--- src/rtl/sutc_pkg.sv ---
// Constants, register map and codes for user-bit and transmit control
//------------------------------------------------------------------------------
// Operation
// - ID-only, consumer, tape category: user-bit event only on start-bit change
// - Split 0 stores A/B user bits interleaved, 1 in separate areas
// - Change-mode 0: flag after every complete 192-frame status block
// - Change-mode 1: flag only when first five status bytes differ
// - Buffer mode 00 discards, 01 fills second buffer when first full, 11 reserved
// - Mode 10: status byte 1 bits 4-7 format when professional, else consumer
// - Double-buffer size 0 gives 384 bits, 1 gives 768; each starts at Z
// - Outgoing subframe validity bit follows transmit validity control bit
// - Rate ratio codes 000 1:1, 001 1:2, 010 1:4, 101 2:1, 110 4:1
// - Clock select 00 internal 1, 01 internal 2, 10 recovered, 11 reserved
// - Transmitter runs only while its enable bit is 1
// - Receiver buffer configuration at address 0x0B, below transmitter control
//------------------------------------------------------------------------------
package sutc_pkg;
    // Register bus
    localparam int ADDR_W = 7;
    localparam int DATA_W = 8;
    localparam logic [6:0] RXBUF_CFG_ADDR = 7'h0b;
    localparam logic [6:0] TX_CTRL_ADDR = 7'h0c;
    localparam logic [7:0] RXBUF_CFG_RST = 8'h00;
    localparam logic [7:0] TX_CTRL_RST = 8'h00;
    // Receiver buffer configuration fields
    localparam int UB_ID_ONLY_POS = 5;
    localparam int UB_SPLIT_POS = 4;
    localparam int CS_CHG_POS = 3;
    localparam int UB_MODE_LSB = 1;
    localparam int UB_SIZE_POS = 0;
    // Transmitter control fields
    localparam int TX_VALID_POS = 6;
    localparam int TX_RATIO_LSB = 3;
    localparam int TX_CLKSEL_LSB = 1;
    localparam int TX_ON_POS = 0;
    // User-bit buffer modes
    localparam logic [1:0] UB_MODE_IGNORE = 2'h0;
    localparam logic [1:0] UB_MODE_DOUBLE = 2'h1;
    localparam logic [1:0] UB_MODE_FORMAT = 2'h2;
    // Rate ratio codes
    localparam logic [2:0] RATIO_1_1 = 3'h0;
    localparam logic [2:0] RATIO_1_2 = 3'h1;
    localparam logic [2:0] RATIO_1_4 = 3'h2;
    localparam logic [2:0] RATIO_2_1 = 3'h5;
    localparam logic [2:0] RATIO_4_1 = 3'h6;
    // Transmit clock source codes
    localparam logic [1:0] CLK_INT1 = 2'h0;
    localparam logic [1:0] CLK_INT2 = 2'h1;
    localparam logic [1:0] CLK_RECOV = 2'h2;
    // Stream geometry
    localparam int UB_LEN_SMALL = 384;
    localparam int UB_LEN_LARGE = 768;
    localparam int CS_FRAMES = 192;
    localparam int CS_CMP_BITS = 40;
    localparam int IU_BITS = 8;
    localparam int SF_VALID_POS = 28;
    localparam int SF_PARITY_POS = 31;
    localparam logic [3:0] PRO_MSG_BLOCK = 4'h1;
    localparam logic [6:0] TAPE_CATEGORY_DEF = 7'h03;
endpackage

--- src/rtl/sutc_rx_if.sv ---
// Receive stream carried from the top to the user-bit and status modules
`timescale 1ns/1ps
interface sutc_rx_if;
    logic stb; // One subframe decoded
    logic chan_b; // Subframe belongs to channel B
    logic zpre; // Subframe carried a Z preamble
    logic user_bit;
    logic cs_bit;
    modport src (output stb, output chan_b, output zpre, output user_bit, output cs_bit);
    modport snk (input stb, input chan_b, input zpre, input user_bit, input cs_bit);
endinterface

--- src/rtl/sutc_top.sv ---
// Receive user-bit buffer configuration and transmitter control block
`timescale 1ns/1ps
module sutc_top
    import sutc_pkg::*;
#(
    parameter logic [6:0] TAPE_CATEGORY = TAPE_CATEGORY_DEF,
    parameter int LEN_SMALL = UB_LEN_SMALL,
    parameter int LEN_LARGE = UB_LEN_LARGE
) (
    input wire logic clk,
    input wire logic arst_n,
    // Control register port
    input wire logic [ADDR_W-1:0] reg_addr,
    input wire logic [DATA_W-1:0] reg_wdata,
    input wire logic reg_wr,
    input wire logic reg_rd,
    output logic [DATA_W-1:0] reg_rdata,
    // Decoded receive subframes
    input wire logic rx_stb,
    input wire logic rx_chan_b,
    input wire logic rx_zpre,
    input wire logic rx_user_bit,
    input wire logic rx_cs_bit,
    // User-bit buffer read side
    input wire logic [$clog2(LEN_LARGE)-1:0] ub_rd_addr,
    output logic ub_rd_data,
    // Event flags
    output logic rx_cs_block_flag,
    input wire logic rx_cs_flag_clr,
    output logic ub_irq_flag,
    input wire logic ub_irq_clr,
    // Transmit subframe stream
    input wire logic tx_sf_valid,
    input wire logic [31:0] tx_sf_data,
    output logic tx_out_valid,
    output logic [31:0] tx_out_data,
    output logic tx_frame_tick,
    output logic [2:0] tx_clk_sel_oh,
    output logic [2:0] tx_rate_ratio,
    output logic tx_on
);
    //--------------------------------------------------------------------------
    // Register state
    //--------------------------------------------------------------------------
    logic userbit_irq_id_only;
    logic rx_userbit_split_store;
    logic cs_irq_change_mode;
    logic [1:0] rx_userbit_buffer_mode;
    logic rx_userbit_buffer_size;
    logic tx_validity_ctl;
    logic [1:0] tx_clock_select;
    logic [2:0] ratio_wr;
    logic [1:0] clksel_wr;
    logic ratio_ok, clksel_ok;
    logic [DATA_W-1:0] rxbuf_rd, txctl_rd;

    // Reserved ratio and clock codes are screened before they land
    function automatic logic ratio_legal(input logic [2:0] code);
        ratio_legal = (code == RATIO_1_1) || (code == RATIO_1_2) || (code == RATIO_1_4) ||
                      (code == RATIO_2_1) || (code == RATIO_4_1);
    endfunction

    assign ratio_wr = reg_wdata[TX_RATIO_LSB +: 3];
    assign clksel_wr = reg_wdata[TX_CLKSEL_LSB +: 2];
    assign ratio_ok = ratio_legal(ratio_wr);
    assign clksel_ok = (clksel_wr != 2'h3);

    // Receiver buffer configuration register
    always_ff @(posedge clk or negedge arst_n) begin
        if (!arst_n) begin
            userbit_irq_id_only <= RXBUF_CFG_RST[UB_ID_ONLY_POS];
            rx_userbit_split_store <= RXBUF_CFG_RST[UB_SPLIT_POS];
            cs_irq_change_mode <= RXBUF_CFG_RST[CS_CHG_POS];
            rx_userbit_buffer_mode <= RXBUF_CFG_RST[UB_MODE_LSB +: 2];
            rx_userbit_buffer_size <= RXBUF_CFG_RST[UB_SIZE_POS];
        end else if (reg_wr && reg_addr == RXBUF_CFG_ADDR) begin
            userbit_irq_id_only <= reg_wdata[UB_ID_ONLY_POS];
            rx_userbit_split_store <= reg_wdata[UB_SPLIT_POS];
            cs_irq_change_mode <= reg_wdata[CS_CHG_POS];
            rx_userbit_buffer_mode <= reg_wdata[UB_MODE_LSB +: 2];
            rx_userbit_buffer_size <= reg_wdata[UB_SIZE_POS];
        end
    end

    // Transmitter control; a reserved code leaves its field alone
    always_ff @(posedge clk or negedge arst_n) begin
        if (!arst_n) begin
            tx_validity_ctl <= TX_CTRL_RST[TX_VALID_POS];
            tx_rate_ratio <= TX_CTRL_RST[TX_RATIO_LSB +: 3];
            tx_clock_select <= TX_CTRL_RST[TX_CLKSEL_LSB +: 2];
            tx_on <= TX_CTRL_RST[TX_ON_POS];
        end else if (reg_wr && reg_addr == TX_CTRL_ADDR) begin
            tx_validity_ctl <= reg_wdata[TX_VALID_POS];
            tx_on <= reg_wdata[TX_ON_POS];
            if (ratio_ok) tx_rate_ratio <= ratio_wr;
            if (clksel_ok) tx_clock_select <= clksel_wr;
        end
    end

    //--------------------------------------------------------------------------
    // Read-back
    //--------------------------------------------------------------------------
    // Reserved bits assemble as zero
    always_comb begin
        rxbuf_rd = '0;
        rxbuf_rd[UB_ID_ONLY_POS] = userbit_irq_id_only;
        rxbuf_rd[UB_SPLIT_POS] = rx_userbit_split_store;
        rxbuf_rd[CS_CHG_POS] = cs_irq_change_mode;
        rxbuf_rd[UB_MODE_LSB +: 2] = rx_userbit_buffer_mode;
        rxbuf_rd[UB_SIZE_POS] = rx_userbit_buffer_size;
        txctl_rd = '0;
        txctl_rd[TX_VALID_POS] = tx_validity_ctl;
        txctl_rd[TX_RATIO_LSB +: 3] = tx_rate_ratio;
        txctl_rd[TX_CLKSEL_LSB +: 2] = tx_clock_select;
        txctl_rd[TX_ON_POS] = tx_on;
    end

    // Registered read data, held between reads; unmapped reads zero
    always_ff @(posedge clk or negedge arst_n) begin
        if (!arst_n) begin
            reg_rdata <= '0;
        end else if (reg_rd) begin
            case (reg_addr)
                RXBUF_CFG_ADDR: reg_rdata <= rxbuf_rd;
                TX_CTRL_ADDR: reg_rdata <= txctl_rd;
                default: reg_rdata <= '0;
            endcase
        end
    end

    //--------------------------------------------------------------------------
    // Receive path
    //--------------------------------------------------------------------------
    sutc_rx_if rx_bus ();
    logic cs_evt, ub_full, ub_start, professional_flag, start_prev_r, ub_evt, tape_mode;
    logic [7:0] byte1;

    // Subframes come from logic on this clock, so no synchroniser
    assign rx_bus.stb = rx_stb;
    assign rx_bus.chan_b = rx_chan_b;
    assign rx_bus.zpre = rx_zpre;
    assign rx_bus.user_bit = rx_user_bit;
    assign rx_bus.cs_bit = rx_cs_bit;

    sutc_cs_monitor u_cs (
        .clk,
        .arst_n,
        .rx(rx_bus),
        .chg_mode(cs_irq_change_mode),
        .blk_evt(cs_evt),
        .pro_r(professional_flag),
        .byte1_r(byte1)
    );

    sutc_userbit_buf #(
        .LEN_SMALL(LEN_SMALL),
        .LEN_LARGE(LEN_LARGE)
    ) u_ub (
        .clk,
        .arst_n,
        .rx(rx_bus),
        .mode(rx_userbit_buffer_mode),
        .split(rx_userbit_split_store),
        .size_large(rx_userbit_buffer_size),
        .professional_flag(professional_flag),
        .pro_code(byte1[7:4]),
        .rd_addr(ub_rd_addr),
        .rd_data(ub_rd_data),
        .full_evt(ub_full),
        .start_bit_r(ub_start)
    );

    // Tape category counts only in consumer format
    assign tape_mode = userbit_irq_id_only && !professional_flag && (byte1[6:0] == TAPE_CATEGORY);
    assign ub_evt = ub_full && (!tape_mode || ub_start != start_prev_r);

    // Start bit of the previous full buffer
    always_ff @(posedge clk or negedge arst_n) begin
        if (!arst_n) start_prev_r <= 1'b0;
        else if (ub_full) start_prev_r <= ub_start;
    end

    // Sticky flags; a new event beats a clear in the same cycle
    always_ff @(posedge clk or negedge arst_n) begin
        if (!arst_n) begin
            rx_cs_block_flag <= 1'b0;
            ub_irq_flag <= 1'b0;
        end else begin
            if (cs_evt) rx_cs_block_flag <= 1'b1;
            else if (rx_cs_flag_clr) rx_cs_block_flag <= 1'b0;
            if (ub_evt) ub_irq_flag <= 1'b1;
            else if (ub_irq_clr) ub_irq_flag <= 1'b0;
        end
    end

    //--------------------------------------------------------------------------
    // Transmit path
    //--------------------------------------------------------------------------
    logic [31:0] sf_mod;
    logic [1:0] div_r, burst_r;
    logic rx_frame;

    // One-hot select for the clock mux outside
    always_comb begin
        case (tx_clock_select)
            CLK_INT1: tx_clk_sel_oh = 3'h1;
            CLK_INT2: tx_clk_sel_oh = 3'h2;
            CLK_RECOV: tx_clk_sel_oh = 3'h4;
            default: tx_clk_sel_oh = 3'h1; // Reserved code never stored
        endcase
    end

    // Insert validity, redo even parity over bits 4..30
    always_comb begin
        sf_mod = tx_sf_data;
        sf_mod[SF_VALID_POS] = tx_validity_ctl;
        sf_mod[SF_PARITY_POS] = ^sf_mod[SF_PARITY_POS-1:4];
    end

    // Outgoing subframes only while enabled
    always_ff @(posedge clk or negedge arst_n) begin
        if (!arst_n) begin
            tx_out_valid <= 1'b0;
            tx_out_data <= '0;
        end else begin
            tx_out_valid <= tx_on && tx_sf_valid;
            if (tx_on && tx_sf_valid) tx_out_data <= sf_mod;
        end
    end

    assign rx_frame = rx_stb && rx_chan_b;

    // Frame pacing: divide receive frames or burst ticks per frame
    always_ff @(posedge clk or negedge arst_n) begin
        if (!arst_n) begin
            div_r <= 2'h0;
            burst_r <= 2'h0;
            tx_frame_tick <= 1'b0;
        end else if (!tx_on) begin
            div_r <= 2'h0;
            burst_r <= 2'h0;
            tx_frame_tick <= 1'b0;
        end else if (rx_frame) begin
            div_r <= div_r + 2'h1;
            tx_frame_tick <= 1'b0;
            case (tx_rate_ratio)
                RATIO_1_1: tx_frame_tick <= 1'b1;
                RATIO_1_2: tx_frame_tick <= div_r[0];
                RATIO_1_4: tx_frame_tick <= (div_r == 2'h3);
                RATIO_2_1: begin
                    tx_frame_tick <= 1'b1;
                    burst_r <= 2'h1;
                end
                RATIO_4_1: begin
                    tx_frame_tick <= 1'b1;
                    burst_r <= 2'h3;
                end
                default: tx_frame_tick <= 1'b1;
            endcase
        end else if (burst_r != 2'h0) begin
            tx_frame_tick <= 1'b1;
            burst_r <= burst_r - 2'h1;
        end else begin
            tx_frame_tick <= 1'b0;
        end
    end
endmodule // sutc_top

--- src/rtl/sutc_cs_monitor.sv ---
// Channel-status block tracker: block completion and change detection
`timescale 1ns/1ps
module sutc_cs_monitor
    import sutc_pkg::*;
(
    input wire logic clk,
    input wire logic arst_n,
    sutc_rx_if.snk rx,
    input wire logic chg_mode,
    output logic blk_evt,
    output logic pro_r,
    output logic [7:0] byte1_r
);
    logic [7:0] frame_r;
    logic in_blk_r;
    logic [CS_CMP_BITS-1:0] cur_r;
    logic [CS_CMP_BITS-1:0] prev_r;
    logic a_stb;
    logic done;
    assign a_stb = rx.stb && !rx.chan_b;
    assign done = a_stb && in_blk_r && !rx.zpre && (frame_r == 8'(CS_FRAMES - 1));

    // Frame count restarts at every Z; an early Z drops the partial block
    always_ff @(posedge clk or negedge arst_n) begin
        if (!arst_n) begin
            frame_r <= 8'h00;
            in_blk_r <= 1'b0;
        end else if (a_stb && rx.zpre) begin
            frame_r <= 8'h01;
            in_blk_r <= 1'b1;
        end else if (done) begin
            in_blk_r <= 1'b0;
        end else if (a_stb && in_blk_r) begin
            frame_r <= frame_r + 8'h01;
        end
    end

    // First five status bytes of channel A
    always_ff @(posedge clk or negedge arst_n) begin
        if (!arst_n) begin
            cur_r <= '0;
        end else if (a_stb && rx.zpre) begin
            cur_r[0] <= rx.cs_bit;
        end else if (a_stb && in_blk_r && frame_r < 8'(CS_CMP_BITS)) begin
            cur_r[frame_r[5:0]] <= rx.cs_bit;
        end
    end

    // Block event per mode, history and decoded fields
    always_ff @(posedge clk or negedge arst_n) begin
        if (!arst_n) begin
            prev_r <= '0;
            blk_evt <= 1'b0;
            pro_r <= 1'b0;
            byte1_r <= 8'h00;
        end else begin
            blk_evt <= done && (!chg_mode || cur_r != prev_r);
            if (done) begin
                prev_r <= cur_r;
                pro_r <= cur_r[0];
                byte1_r <= cur_r[15:8];
            end
        end
    end
endmodule // sutc_cs_monitor

--- src/rtl/sutc_userbit_buf.sv ---
// Double-bank receive user-bit store with block and unit framing
`timescale 1ns/1ps
module sutc_userbit_buf
    import sutc_pkg::*;
#(
    parameter int LEN_SMALL = UB_LEN_SMALL,
    parameter int LEN_LARGE = UB_LEN_LARGE
) (
    input wire logic clk,
    input wire logic arst_n,
    sutc_rx_if.snk rx,
    input wire logic [1:0] mode,
    input wire logic split,
    input wire logic size_large,
    input wire logic professional_flag,
    input wire logic [3:0] pro_code,
    input wire logic [$clog2(LEN_LARGE)-1:0] rd_addr,
    output logic rd_data,
    output logic full_evt,
    output logic start_bit_r
);
    localparam int AW = $clog2(2 * LEN_LARGE);
    localparam int CW = $clog2(LEN_LARGE);
    logic mem [0:2*LEN_LARGE-1];
    logic bank_r;
    logic armed_r;
    logic first_r;
    logic [CW-1:0] cnt_r, a_cnt_r, b_cnt_r;
    logic [2:0] iu_r;
    logic blk_mode, iu_mode, store, last;
    logic [CW-1:0] len, half, slot;
    logic [AW-1:0] base;

    // Framing choice: professional block code takes block framing
    always_comb begin
        blk_mode = (mode == UB_MODE_DOUBLE) ||
                   (mode == UB_MODE_FORMAT && professional_flag && pro_code == PRO_MSG_BLOCK);
        iu_mode = (mode == UB_MODE_FORMAT) && !blk_mode;
        len = (mode == UB_MODE_DOUBLE && size_large) ? CW'(LEN_LARGE) : CW'(LEN_SMALL);
        half = len >> 1;
        store = 1'b0;
        if (rx.stb && blk_mode) store = armed_r || rx.zpre;
        if (rx.stb && iu_mode) store = (iu_r != 3'h0) || rx.user_bit;
        if (split && store) store = rx.chan_b ? (b_cnt_r < half) : (a_cnt_r < half);
        if (split) slot = rx.chan_b ? half + b_cnt_r : a_cnt_r;
        else slot = cnt_r;
        base = bank_r ? AW'(LEN_LARGE) : AW'(0);
        last = store && (cnt_r == len - CW'(1));
    end

    // Bit store; no reset on the array
    always_ff @(posedge clk) begin
        if (store) mem[base + AW'(slot)] <= rx.user_bit;
    end

    // Software reads the bank not being filled
    always_ff @(posedge clk) begin
        rd_data <= mem[(bank_r ? AW'(0) : AW'(LEN_LARGE)) + AW'(rd_addr)];
    end

    // Counters and bank swap; discard mode idles
    always_ff @(posedge clk or negedge arst_n) begin
        if (!arst_n) begin
            bank_r <= 1'b0;
            armed_r <= 1'b0;
            cnt_r <= '0;
            a_cnt_r <= '0;
            b_cnt_r <= '0;
            iu_r <= 3'h0;
            first_r <= 1'b0;
            start_bit_r <= 1'b0;
            full_evt <= 1'b0;
        end else begin
            full_evt <= last;
            if (mode == UB_MODE_IGNORE || mode == 2'h3) begin
                armed_r <= 1'b0;
                cnt_r <= '0;
                a_cnt_r <= '0;
                b_cnt_r <= '0;
                iu_r <= 3'h0;
            end else if (last) begin
                bank_r <= !bank_r;
                armed_r <= 1'b0; // Next bank waits for Z again
                cnt_r <= '0;
                a_cnt_r <= '0;
                b_cnt_r <= '0;
                iu_r <= 3'h0;
                start_bit_r <= (cnt_r == '0) ? rx.user_bit : first_r;
            end else if (store) begin
                armed_r <= 1'b1;
                if (cnt_r == '0) first_r <= rx.user_bit;
                cnt_r <= cnt_r + CW'(1);
                if (rx.chan_b) b_cnt_r <= b_cnt_r + CW'(1);
                else a_cnt_r <= a_cnt_r + CW'(1);
                if (iu_mode) iu_r <= (iu_r == 3'(IU_BITS - 1)) ? 3'h0 : iu_r + 3'h1;
            end
        end
    end
endmodule // sutc_userbit_buf

--- config.mk ---
export PLATFORM = sky130hd
export DESIGN_NAME = sutc_top
export DESIGN_NICKNAME = d
export VERILOG_FILES = /design/src/rtl/sutc_pkg.sv /design/src/rtl/sutc_rx_if.sv /design/src/rtl/sutc_top.sv /design/src/rtl/sutc_cs_monitor.sv /design/src/rtl/sutc_userbit_buf.sv
export SDC_FILE = /design/constraint.sdc
export NUM_CORES = 2
export LEC_CHECK = 0
export BUFFER_PORTS_ARGS = -buffer_cell sky130_fd_sc_hd__buf_2
export CAP_MARGIN = 40
export CORE_UTILIZATION = 40
export DETAILED_ROUTE_END_ITERATION = 7
export PLACE_DENSITY = 0.62
export REMOVE_ABC_BUFFERS = 1
export SYNTH_ARGS = -nofsm -noshare
export SYNTH_HDL_FRONTEND = slang
export SYNTH_SLANG_ARGS = --single-unit
--- constraint.sdc ---
create_clock -name clk -period 10.85 [get_ports clk]
set_input_delay 0.5425 -clock clk [delete_from_list [all_inputs] [get_ports clk]]
set_output_delay 0.5425 -clock clk [all_outputs]
set_load 0.02 [all_outputs]
==> metrics.md <==
| Metric | Value |
|---|---|
| Worst slew pin tran | `roughly 1.1 ns` |
| Vias in the first global route | `45.5k` |
| Library cells used by synthesis | `76` |
| Netlist area before placement | `around 76,000 sq um` |
| Register area share after synthesis | `between 60% and 70%` |
| Placed Area | `80,000 sq um` |
| Layout cells sized above 1 | `19.5%` |
| Hold_buf cts | `40` |
| Mean routed wirelength per cell | `around 25 microns` |
| Worst Hold Class | `input pin to register` |
| Clock buffer depth | `3` |
| WP data arrival | `5.52 ns` |
| Startpoint types | `register` |
| Critical path capture point type | `register` |
| Area grow syn2layout | `14.0%` |
| Slew HR | `24.8%` |
| Most common cell after layout, fill and taps aside | `nor2_1` |
| Leakage | `27.9 nW` |
| Unrepaired setup endpoints after global routing | `no` |
| First-pass GRT wire length | `between 200 and 300 mm` |
| Gr usage total | `21.1%` |
| CTS Sinks | `1,726` |
| Largest net degree at the start of global routing | `273` |
| Final period util | `a little under half` |
| WP data required | `11.35 ns` |
| Setup CP Type | `register to register` |
| RD Place Congestion | `0.777` |
| Status | `completed` |
| Core Rows | `159` |
| Hold Fails Final Rpt | `0` |
| Minimum clock period | `approximately 5.0 ns` |
| Cell count after synthesis | `5,351` |
| Post-CTS Setup Inserts | `0` |
| PwrDens | `166 nW/um^2` |
| CTS tree | `yes` |
| Largest family of logic cells by synthesized area | `multiplexers` |
| Slew Viols, Final | `0` |
| Routed wire length | `slightly above 200 mm` |
| Die H | `437 microns` |
| Synth top area share | `61.1%` |
| Worst vdd ir | `149 uV` |
| Max_cap viols | `0` |
| Worst-Skew Late Latency | `0.82 ns` |
| Power, Total | `approximately 14 mW` |
| CORE AREA | `188,000 sq um` |
| Post-route clock skew | `0.0409 ns` |
| Prevailing post-synth register cell | `edfxtp_1` |
| Most area-hungry cell type in the Yosys netlist | `edfxtp_1` |
| Clk slew on worst S/H paths | `~0.060 ns` |
| Post-DP HPWL | `115 mm` |
| Post-synthesis mux area share | `14.3%` |
| Utilization after layout | `a little under half` |
| Antenna diodes | `0` |
| Commonest cells after routing, fill and taps aside | `nor2_1, edfxtp_1, mux4_2, dfrtp_1, clkbuf_16` |
| Number of synthesized flops with an enable pin | `1,536` |
| Synth top area cells | `edfxtp_1, mux4_2, nor2_1` |
| Fraction of registers with async set/reset | `11.0%` |
| Routed vias/inst | `5.71` |
| Drt pass-1 iters | `8` |
| Clock root cell | `clkbuf_16` |
| Setup_tns | `0 ns` |
| Port Buffer Count | `around 120` |
| Synth Area in Simple Gates | `10.9%` |
| Die width | `437 microns` |
| Remaining global-route overflow | `0` |
| Adder-Cell Fraction of Synth Area | `0.417%` |
| Compound-gate portion of the synthesized area | `2.95%` |
| Fill cell count | `16.4k` |
| Initial antenna violation count | `8` |
| H-tree Lvls | `4` |
| Routed Antenna Nets | `0` |
| Initial DRC Count | `around 5.9k` |
| Die area | `191,000 sq um` |
| PostCTS Resize Cnt | `0` |
| Worst slack at placement | `5.33 ns` |
| Vias post-DR | `roughly 46k` |
| Num CTS Buffers | `180` |
| Fmax | `0.199 GHz` |
| Residual DRC | `0` |
| Fin nets | `about 5.5k` |
| Yosys reg bits | `between 1.5k and 2k` |
| Worst-path fanout max | `17` |
| Finished Cell Area | `86,100 sq um` |
| YS warnings | `0` |
| Setup violations, final | `0` |
| Initial core utilization | `about two fifths` |
| Syn avg cell area | `14.1 sq um` |
| Post-route setup slack | `5.82 ns` |
| I/O pin count | `121` |
| Synth Area in XOR/XNOR | `under 10%` |
==> through the flow <==
stage	std cells	hold slack, ns
after floorplan	4871	0.247
after global placement	7571	0.432
after detailed placement	7657	0.432
after CTS	8018	0.00311
after global routing	8018	0.0404
final	8018	0.0751
==> worst paths after layout <==
check | slack (ns) | cells past startpoint | endpoint | start
max in group asynchronous | 9.24 | 5 | u_ub.cnt_r[4]$_DFFE_PN0P_ | arst_n
min in group asynchronous | 0.16 | 2 | rx_cs_block_flag$_DFFE_PN0P_ | arst_n
setup reg to reg | 5.82 | 15 | u_ub.mem[1309]$_DFFE_PP_ | rx_userbit_buffer_mode[1]$_DFFE_PN0P_
hold reg to reg | 0.46 | 1 | rx_cs_block_flag$_DFFE_PN0P_ | u_cs.blk_evt$_DFF_PN0_
setup / recovery | 5.82 | 15 | u_ub.mem[1309]$_DFFE_PP_ | rx_userbit_buffer_mode[1]$_DFFE_PN0P_
hold / removal | 0.08 | 2 | cs_irq_change_mode$_DFFE_PN0P_ | reg_wdata[3]
==> area by class of cell <==
class,count,area (sq um),area share [%]
Sequential cell,1726,50900,59.1
Inverter,35,131,0.153
Clock buffer,233,4800,5.57
Clock inverter,88,903,1.05
Multi-Input combinational cell,3110,22700,26.4
Timing Repair Buffer,331,3560,4.13
Tap cell,2495,3120,3.63
==> Yosys cell counts, drive strengths merged (16+ instances only) <==
cell type / number
buf: 221
nor2: 1649
o21ai: 45
nand4: 20
edfxtp: 1536
dfrtp: 189
a221oi: 16
a21oi: 59
inv: 33
nor4: 16
mux2: 132
nor3: 33
a22o: 17
mux4: 356
ha: 22
clkbuf: 259
xor2: 37
nand2: 190
and3: 20
mux2i: 131
nand3: 53
xnor2: 53
nor2b: 16
a22oi: 87
==> power by group <==
group          internal [mW]  total [mW]  switching (mW)
Sequential              7.31        7.36          0.0520
Clock                   3.38        6.01            2.64
Combinational          0.366       0.959           0.593
Total                   11.1        14.3            3.28
==> sequential cells by signal (all words and copies together) (netlist names), 3 cells and up <==
signal	cells
tx_out_data	32
reg_rdata	7
u_ub.b_cnt_r	10
u_ub.a_cnt_r	10
u_ub.cnt_r	10
tx_rate_ratio	3
u_cs.prev_r	40
u_cs.cur_r	40
u_ub.iu_r	3
u_cs.frame_r	8
u_ub.mem	1536
==> kinds of logic after synthesis <==
logic type,Yosys count
AOI/OAI and AO/OA,320
xor gates and xnor gates,90
adders and majority gates,24
buffers and inverters,515
DFF,1726
muxes,619
other,1
and+or+nand+nor,2056
==> metal layers <==
layer / GRT usage, % / up-vias / part of all wire (%)
met3: 3.38 / 340 / 8.1
met4: 6.49 / 2 / 2.9
met1: 28.1 / 23800 / 39
met5: 0 / - / 0.0064
met2: 35.4 / 1984 / 50
li1: - / 19600 / -
==> worst max-delay path: stages, from the launching register on <==
cell,delay (ns)
dfrtp_1,0.46
inv_1,0.08
ha_1,0.30
nand2_1,0.26
ha_1,0.26
inv_1,0.07
ha_1,0.16
xnor2_1,0.11
a21oi_1,0.10
mux2_2,0.34
ha_1,0.21
fa_1,0.56
and3b_1,0.78
nand2_1,0.58
buf_8,0.33
nor2_1,0.11
Power figures use the tool's default switching activity.
